[config.mk]
export PLATFORM = sky130hd
export DESIGN_NAME = aps_top
export DESIGN_NICKNAME = d
export VERILOG_FILES = /design/src/rtl/aps_seg_reg.v /design/src/rtl/aps_sm_decode.v /design/src/rtl/aps_top.v
export VERILOG_INCLUDE_DIRS = /design/src /design/src/rtl
export SDC_FILE = /design/constraint.sdc
export NUM_CORES = 1
export LEC_CHECK = 0
export BUFFER_PORTS_ARGS = -buffer_cell sky130_fd_sc_hd__buf_2
export CORE_MARGIN = 4
export CORE_UTILIZATION = 54
export DETAILED_ROUTE_END_ITERATION = 12
export PLACE_DENSITY = 0.95
export REMOVE_ABC_BUFFERS = 1
export SLEW_MARGIN = 30
export SYNTH_ARGS = -nofsm -noshare
export SYNTH_HDL_FRONTEND = slang
export SYNTH_SLANG_ARGS = --single-unit
[constraint.sdc]
create_clock -name aclk -period 2.65 [get_ports aclk]
set_clock_uncertainty 0.05 [all_clocks]
set_input_delay 0.265 -clock aclk [delete_from_list [all_inputs] [get_ports aclk]]
set_output_delay 0.265 -clock aclk [all_outputs]
set_load 0.005 [all_outputs]
[src/rtl/aps_regs.vh]
// constants for the arbitrary pulse segment 5..7 register bank
// assumes an axi4-lite slave with 32-bit data, one register per word
`ifndef APS_REGS_VH
`define APS_REGS_VH

// ============================================================
// register indices (byte address is four times the index)
`define APS_SEG5_IDX 6'h0c
`define APS_SEG6_IDX 6'h0d
`define APS_SEG7_IDX 6'h0e
`define APS_STAT_IDX 6'h1f

// ============================================================
// field layout of a segment register
`define APS_SEG_RESET 8'h00
`define APS_SIGN_BIT 6
`define APS_MAG_MSB 5
`define APS_RSVD_BIT 7

// ============================================================
// status register fields
`define APS_STAT_MODE_BIT 0
`define APS_STAT_ACTIVE_BIT 1
`define APS_STAT_IDX_LSB 2
`define APS_STAT_IDX_MSB 4

// ============================================================
// pulse segmentation
`define APS_NUM_SEGS 8
`define APS_LAST_SEG 3'h7
`define APS_SEG5_POS 3'h4
`define APS_SEG6_POS 3'h5
`define APS_SEG7_POS 3'h6

// ============================================================
// axi responses
`define APS_RESP_OKAY 2'h0
`define APS_RESP_SLVERR 2'h2

`endif

[src/rtl/aps_seg_reg.v]
// one 8-bit read/write segment amplitude register
// assumes a one-cycle write strobe from the bus slave on the same clock
`timescale 1ns/1ps
`include "aps_regs.vh"

module aps_seg_reg (
  aclk,
  aresetn,
  we,
  wdata,
  q
);
  input wire aclk;
  input wire aresetn;
  input wire we;
  input wire [7:0] wdata;
  output reg [7:0] q;

  // all eight bits kept, reserved bit included
  always @(posedge aclk) begin
    if (!aresetn) begin
      q <= `APS_SEG_RESET;
    end else if (we) begin
      q <= wdata;
    end
  end
endmodule // aps_seg_reg

[src/rtl/aps_sm_decode.v]
// signed-magnitude segment code to two's complement amplitude
// purely combinational; the caller registers the result
`timescale 1ns/1ps
`include "aps_regs.vh"

module aps_sm_decode (
  code,
  enable,
  amp
);
  input wire [6:0] code;
  input wire enable;
  output reg [7:0] amp;

  reg [7:0] mag;

  always @* begin
    mag = {2'b00, code[`APS_MAG_MSB:0]};
    if (!enable) begin
      amp = 8'h00;
    end else if (mag == 8'h00) begin
      amp = 8'h00;
    end else if (code[`APS_SIGN_BIT]) begin
      amp = ~mag + 8'h01;
    end else begin
      amp = mag;
    end
  end
endmodule // aps_sm_decode

[src/rtl/aps_top.v]
// arbitrary transmit pulse: segment 5..7 amplitude registers and sequencer
// assumes axi4-lite master on aclk; mode select, segment strobes and
// start of pulse come from logic on the same clock
//
// How it works
// a pulse is stepped through eight segments spanning one master period.
// programmed amplitudes drive the pulse only in arbitrary pulse mode.
// each 7-bit code is signed magnitude, bit 6 sign, bits 5..0 magnitude.
// segment five takes bits 6..0 of register 01100, bit 7 reserved rw.
// segment six takes bits 6..0 of register 01101, bit 7 reserved rw.
// segment seven takes bits 6..0 of register 01110, bit 7 reserved rw.
// zero magnitude is zero amplitude, and readback returns every bit.
//
// Added by the designer: the AXI4-Lite slave port.
`timescale 1ns/1ps
`include "aps_regs.vh"

module aps_top (
  aclk,
  aresetn,
  s_axi_awaddr,
  s_axi_awprot,
  s_axi_awvalid,
  s_axi_awready,
  s_axi_wdata,
  s_axi_wstrb,
  s_axi_wvalid,
  s_axi_wready,
  s_axi_bresp,
  s_axi_bvalid,
  s_axi_bready,
  s_axi_araddr,
  s_axi_arprot,
  s_axi_arvalid,
  s_axi_arready,
  s_axi_rdata,
  s_axi_rresp,
  s_axi_rvalid,
  s_axi_rready,
  arb_mode_en,
  pulse_start,
  seg_step,
  seg5_amplitude,
  seg6_amplitude,
  seg7_amplitude,
  seg_index,
  seg_active,
  drive_own,
  drive_amplitude
);
  input wire aclk;
  input wire aresetn;
  input wire [7:0] s_axi_awaddr;
  input wire [2:0] s_axi_awprot;
  input wire s_axi_awvalid;
  output wire s_axi_awready;
  input wire [31:0] s_axi_wdata;
  input wire [3:0] s_axi_wstrb;
  input wire s_axi_wvalid;
  output wire s_axi_wready;
  output reg [1:0] s_axi_bresp;
  output reg s_axi_bvalid;
  input wire s_axi_bready;
  input wire [7:0] s_axi_araddr;
  input wire [2:0] s_axi_arprot;
  input wire s_axi_arvalid;
  output wire s_axi_arready;
  output reg [31:0] s_axi_rdata;
  output reg [1:0] s_axi_rresp;
  output reg s_axi_rvalid;
  input wire s_axi_rready;
  input wire arb_mode_en;
  input wire pulse_start;
  input wire seg_step;
  output reg [7:0] seg5_amplitude;
  output reg [7:0] seg6_amplitude;
  output reg [7:0] seg7_amplitude;
  output reg [2:0] seg_index;
  output reg seg_active;
  output reg drive_own;
  output reg [7:0] drive_amplitude;

  // ============================================================
  // write channel: address and data captured in either order
  reg aw_held_r;
  reg [5:0] aw_idx_r;
  reg aw_bad_r;
  reg w_held_r;
  reg [7:0] w_byte_r;
  reg w_lane0_r;
  wire do_write;
  wire we5;
  wire we6;
  wire we7;
  wire aw_hit5;
  wire aw_hit6;
  wire aw_hit7;
  wire aw_hit_stat;
  wire aw_mapped;

  assign s_axi_awready = !aw_held_r;
  assign s_axi_wready = !w_held_r;
  assign do_write = aw_held_r && w_held_r && !s_axi_bvalid;

  // a misaligned address hits nothing and is answered with slverr
  assign aw_hit5 = !aw_bad_r && (aw_idx_r == `APS_SEG5_IDX);
  assign aw_hit6 = !aw_bad_r && (aw_idx_r == `APS_SEG6_IDX);
  assign aw_hit7 = !aw_bad_r && (aw_idx_r == `APS_SEG7_IDX);
  assign aw_hit_stat = !aw_bad_r && (aw_idx_r == `APS_STAT_IDX);
  assign aw_mapped = aw_hit5 || aw_hit6 || aw_hit7 || aw_hit_stat;

  always @(posedge aclk) begin
    if (!aresetn) begin
      aw_held_r <= 1'b0;
      aw_idx_r <= 6'h00;
      aw_bad_r <= 1'b0;
      w_held_r <= 1'b0;
      w_byte_r <= 8'h00;
      w_lane0_r <= 1'b0;
      s_axi_bvalid <= 1'b0;
      s_axi_bresp <= `APS_RESP_OKAY;
    end else begin
      if (s_axi_awvalid && !aw_held_r) begin
        aw_held_r <= 1'b1;
        aw_idx_r <= s_axi_awaddr[7:2];
        aw_bad_r <= (s_axi_awaddr[1:0] != 2'b00);
      end
      if (s_axi_wvalid && !w_held_r) begin
        w_held_r <= 1'b1;
        w_byte_r <= s_axi_wdata[7:0];
        w_lane0_r <= s_axi_wstrb[0];
      end
      if (do_write) begin
        aw_held_r <= 1'b0;
        w_held_r <= 1'b0;
        s_axi_bvalid <= 1'b1;
        if (!aw_mapped) begin
          s_axi_bresp <= `APS_RESP_SLVERR;
        end else begin
          s_axi_bresp <= `APS_RESP_OKAY;
        end
      end else if (s_axi_bvalid && s_axi_bready) begin
        s_axi_bvalid <= 1'b0;
      end
    end
  end

  // a clear lane-0 strobe leaves the register untouched
  assign we5 = do_write && w_lane0_r && aw_hit5;
  assign we6 = do_write && w_lane0_r && aw_hit6;
  assign we7 = do_write && w_lane0_r && aw_hit7;

  // ============================================================
  // segment registers
  wire [7:0] seg5_q;
  wire [7:0] seg6_q;
  wire [7:0] seg7_q;

  aps_seg_reg u_seg5 (
    .aclk(aclk),
    .aresetn(aresetn),
    .we(we5),
    .wdata(w_byte_r),
    .q(seg5_q)
  );

  aps_seg_reg u_seg6 (
    .aclk(aclk),
    .aresetn(aresetn),
    .we(we6),
    .wdata(w_byte_r),
    .q(seg6_q)
  );

  aps_seg_reg u_seg7 (
    .aclk(aclk),
    .aresetn(aresetn),
    .we(we7),
    .wdata(w_byte_r),
    .q(seg7_q)
  );

  // ============================================================
  // read channel: one cycle from address to data
  reg [31:0] rd_nxt;
  reg [1:0] rresp_nxt;
  wire ar_bad;

  assign s_axi_arready = !s_axi_rvalid;
  assign ar_bad = (s_axi_araddr[1:0] != 2'b00);

  always @* begin
    rd_nxt = 32'h0000_0000;
    rresp_nxt = `APS_RESP_OKAY;
    if (ar_bad) begin
      rresp_nxt = `APS_RESP_SLVERR;
    end else begin
      case (s_axi_araddr[7:2])
        `APS_SEG5_IDX: rd_nxt = {24'h00_0000, seg5_q};
        `APS_SEG6_IDX: rd_nxt = {24'h00_0000, seg6_q};
        `APS_SEG7_IDX: rd_nxt = {24'h00_0000, seg7_q};
        // status word: mode, pulse busy, current segment
        `APS_STAT_IDX: begin
          rd_nxt[`APS_STAT_MODE_BIT] = arb_mode_en;
          rd_nxt[`APS_STAT_ACTIVE_BIT] = seg_active;
          rd_nxt[`APS_STAT_IDX_MSB:`APS_STAT_IDX_LSB] = seg_index;
        end
        default: rresp_nxt = `APS_RESP_SLVERR;
      endcase
    end
  end

  always @(posedge aclk) begin
    if (!aresetn) begin
      s_axi_rvalid <= 1'b0;
      s_axi_rdata <= 32'h0000_0000;
      s_axi_rresp <= `APS_RESP_OKAY;
    end else if (s_axi_arvalid && !s_axi_rvalid) begin
      s_axi_rvalid <= 1'b1;
      s_axi_rdata <= rd_nxt;
      s_axi_rresp <= rresp_nxt;
    end else if (s_axi_rvalid && s_axi_rready) begin
      s_axi_rvalid <= 1'b0;
    end
  end

  // ============================================================
  // amplitude decode
  wire [7:0] amp5;
  wire [7:0] amp6;
  wire [7:0] amp7;

  aps_sm_decode u_dec5 (
    .code(seg5_q[6:0]),
    .enable(arb_mode_en),
    .amp(amp5)
  );

  aps_sm_decode u_dec6 (
    .code(seg6_q[6:0]),
    .enable(arb_mode_en),
    .amp(amp6)
  );

  aps_sm_decode u_dec7 (
    .code(seg7_q[6:0]),
    .enable(arb_mode_en),
    .amp(amp7)
  );

  // ============================================================
  // segment sequencer, eight steps per master period
  reg [7:0] drive_nxt;
  reg own_nxt;
  wire seg_last;

  assign seg_last = (seg_index == `APS_LAST_SEG);

  // a start wins over a step that arrives in the same cycle
  always @(posedge aclk) begin
    if (!aresetn) begin
      seg_active <= 1'b0;
      seg_index <= 3'h0;
    end else if (pulse_start) begin
      seg_active <= 1'b1;
      seg_index <= 3'h0;
    end else if (seg_step && seg_active) begin
      if (seg_last) begin
        seg_active <= 1'b0;
        seg_index <= 3'h0;
      end else begin
        seg_index <= seg_index + 3'h1;
      end
    end
  end

  always @* begin
    drive_nxt = 8'h00;
    own_nxt = seg_active && arb_mode_en;
    case (seg_index)
      `APS_SEG5_POS: drive_nxt = amp5;
      `APS_SEG6_POS: drive_nxt = amp6;
      `APS_SEG7_POS: drive_nxt = amp7;
      default: own_nxt = 1'b0;
    endcase
    if (!own_nxt) begin
      drive_nxt = 8'h00;
    end
  end

  always @(posedge aclk) begin
    if (!aresetn) begin
      seg5_amplitude <= 8'h00;
      seg6_amplitude <= 8'h00;
      seg7_amplitude <= 8'h00;
      drive_own <= 1'b0;
      drive_amplitude <= 8'h00;
    end else begin
      seg5_amplitude <= amp5;
      seg6_amplitude <= amp6;
      seg7_amplitude <= amp7;
      drive_own <= own_nxt;
      drive_amplitude <= drive_nxt;
    end
  end
endmodule // aps_top

==> results.json <==
{
  "clock.fmax_mhz": 513.7,
  "vias_per_cell": 5.433,
  "total_leakage_power_nw": 2.176,
  "placementRows": 32,
  "clkPwrFrac_pct": 39.7,
  "synthMostInstantiatedCell": "dfxtp_1",
  "p_switching_mw": 0.5761,
  "finalSetupViolCount": 0,
  "hold_buffers": 0,
  "r2r_cells": 6,
  "cts_tree": "yes",
  "outcome": "finished, final reports clean",
  "slew_headroom_pct": 48.57,
  "routed_wl_um": 9568,
  "die-width_um": 96.69,
  "max_cap_viol_count": 0,
  "cp_top_family": "compound AO/OA/AOI/OAI gates",
  "seqPwrFrac_pct": 54.5,
  "fin_total_pwr_mw": 2.587,
  "avgSynthCellArea_um2": 9.194,
  "synth.area.top_cells": "dfxtp_1 43%, mux2i_1 8.7%, nand2_1 6.0%",
  "syn_area_um2": 4248,
  "arrival_ns": 2.18,
  "dpl.hpwl_um": 7331,
  "multi_input_area_um2": 2183,
  "cts.sinks": 91,
  "powerDensity_nw_per_um2": 532.2,
  "synthArstFlopShare_pct": 0,
  "peakVddDrop_mv": 0.3005,
  "synth_seq_area_share_pct": 42.89,
  "vias": 3526,
  "setup_tns_ns": 0,
  "grt_max_degree": 61,
  "path_class": "reg2reg",
  "worstPathCellList": "inv_1, ha_1, or3b_2, a21boi_0, o2111ai_1, o211ai_1",
  "detailedRoute.firstIterationViolations": 220,
  "end_kind": "flop",
  "report.final.slew_viol_count": 0,
  "cts_resized": 0,
  "layoutNonFillerInstCount": 649,
  "synth-seq-cells": 91,
  "grt_util_all_layers_pct": 20.52,
  "hold_violations": 0,
  "critical_path_depth": 6,
  "fin_nets": 618,
  "core-area_um2": 7687,
  "start_util_pct": 55.26,
  "synth_area_leader_cell": "dfxtp_1",
  "grt_pass1_wl_um": 15810,
  "critPathBufInv": 1,
  "placedCellCount": 633,
  "rsz0062_at_grt": "false",
  "avgRoutedWirePerCell_um": 14.74,
  "overflow": 0,
  "die_height_um": 96.69,
  "period_needed_ns": 1.947,
  "path_max_fanout": 6,
  "worst_path_max_delay_cell": "or3b_2",
  "fin_crit_sh_pct": 73.46,
  "ys_dominant_reg_cell": "dfxtp_1",
  "finalWeightedCongestion": 0.9547,
  "synth_top_area_share_pct": 42.89,
  "internal_power_mw": 2.011,
  "drive_above_1_share_pct": 21.76,
  "final_util_pct": 63.23,
  "clk-insertion-delay-late_ns": 0.35,
  "postCtsSetupRepairBufs": 0,
  "cpPeakStageDelay_ns": 0.47,
  "timing.rr.start": "u_seg5.q[0]",
  "synth_edf_count": 0,
  "numPortBuffers": 86,
  "antenna_left": 0,
  "grt_pass1_vias": 3358,
  "cp-start-kind": "flop",
  "swShare_pct": 22.27,
  "pwr-share-comb_pct": 5.8,
  "antenna_cells": 0,
  "path_clk_slew_ns": 0.09,
  "io_pins": 146,
  "postPlaceCellArea_um2": 4642,
  "ys_warn_count": 0,
  "dieArea_um2": 9349,
  "n_fill_cell": 628,
  "worstPathRequired_ns": 2.89,
  "ff_latch_area_um2": 1822,
  "cts_root_buf": "clkbuf_8",
  "antenna_found_initial": 0,
  "firstDrtPassIters": 5,
  "clock_path_buffers": 2,
  "synth_cell_type_count": 59,
  "hp-start": "s_axi_awvalid",
  "syn_to_final_growth_pct": 14.43,
  "cts_made_buffers": 9,
  "crit_start": "u_seg5.q[0]",
  "htreeDepth": 3,
  "tightestPinTransition_ns": 0.7699,
  "final_cell_area_um2": 4861,
  "hold_path_depth": 3,
  "syn_inst": 462,
  "hp-class": "in2reg",
  "drc": 0,
  "synthTopCellsByCount": "91 x dfxtp_1, 68 x nand2_1, 37 x mux2i_1"
}
-- state kept, by name, indices dropped and copies added, names as in the netlist, 3 cells and up --
signal	flops
seg_index	3
aw_idx_r	6
drive_amplitude	8
u_seg7.q	8
seg6_amplitude	8
s_axi_rdata	8
u_seg6.q	8
u_seg5.q	8
w_byte_r	8
seg7_amplitude	8
seg5_amplitude	8
-- layout by cell type, fill, tap and decap left out, types with 8 or more instances in the layout --
cell type,instances
a21boi_0,12
a21oi_1,11
buf_2,86
clkbuf_8,10
conb_1,26
dfxtp_1,91
ha_1,8
inv_1,15
mux2i_1,37
nand2_1,68
nor2_1,29
nor2b_1,29
o21ai_0,9
-- metrics by stage --
stage / hold WS (ns) / setup slack (ns)
after floorplan: 0.3308 / 0.9012
after global placement: 0.3948 / 0.7689
after detailed placement: 0.4080 / 0.7534
after CTS: 0.07270 / 0.7322
after global routing: 0.09298 / 0.5825
final: 0.08676 / 0.7034
-- cells by family (layout without fill, tap and decap cells) --
kind of cell / Yosys count / after routing / share of synthesized area (%)
AND/OR/NAND/NOR: 176 / 176 / 21.97
flip-flops: 91 / 91 / 42.89
AO/OA/AOI/OAI: 77 / 77 / 13.40
buffers and inverters: 60 / 120 / 7.923
multiplexers: 40 / 40 / 9.514
XOR/XNOR: 9 / 9 / 1.856
adder cells (fa/ha/maj): 8 / 8 / 2.357
other: 1 / 26 / 0.08828
-- power groups by stage --
stage	clock network, mW	logic [mW]	registers, mW
CTS	1.04	0.148	1.41
global placement	0	0.142	1.44
floorplan	0	0.0789	1.44
finish	1.03	0.150	1.41
global route	1.09	0.167	1.41
detailed placement	0	0.148	1.44
-- cell type report --
| class | instances | area share, % |
|---|---|---|
| Multi-Input combinational cell | 336 | 44.92 |
| Inverter | 15 | 1.158 |
| Timing Repair Buffer | 89 | 9.318 |
| Clock buffer | 12 | 2.986 |
| Sequential cell | 91 | 37.48 |
| Clock inverter | 4 | 1.519 |
| Tap cell | 102 | 2.625 |
-- layer usage --
metal  vias to the layer above  share of wire [%]  GRT usage [%]
li1                       1709                  -              -
met1                      1648                 42          24.52
met2                       146                 49          35.46
met3                        23                6.9          4.182
met4                         0                2.5          9.179
met5                         -                  0              0
-- worst register-to-register path: cells and delay by family (launching register included) --
family | cells | cell delay (ns)
AO/OA/AOI/OAI | 3 | 0.61
adder cells (fa/ha/maj) | 1 | 0.25
buffers and inverters | 1 | 0.13
flip-flops | 1 | 0.37
AND/OR/NAND/NOR | 1 | 0.47
-- final timing paths --
kind / endpoint / slack [ns]
worst max-delay path: drive_amplitude[4] / 0.70
worst max register to register: drive_amplitude[4] / 0.70
worst min register to register: u_seg5.q[7] / 0.43
worst min-delay path: aw_held_r / 0.09
(Power assumes the default switching activity.)
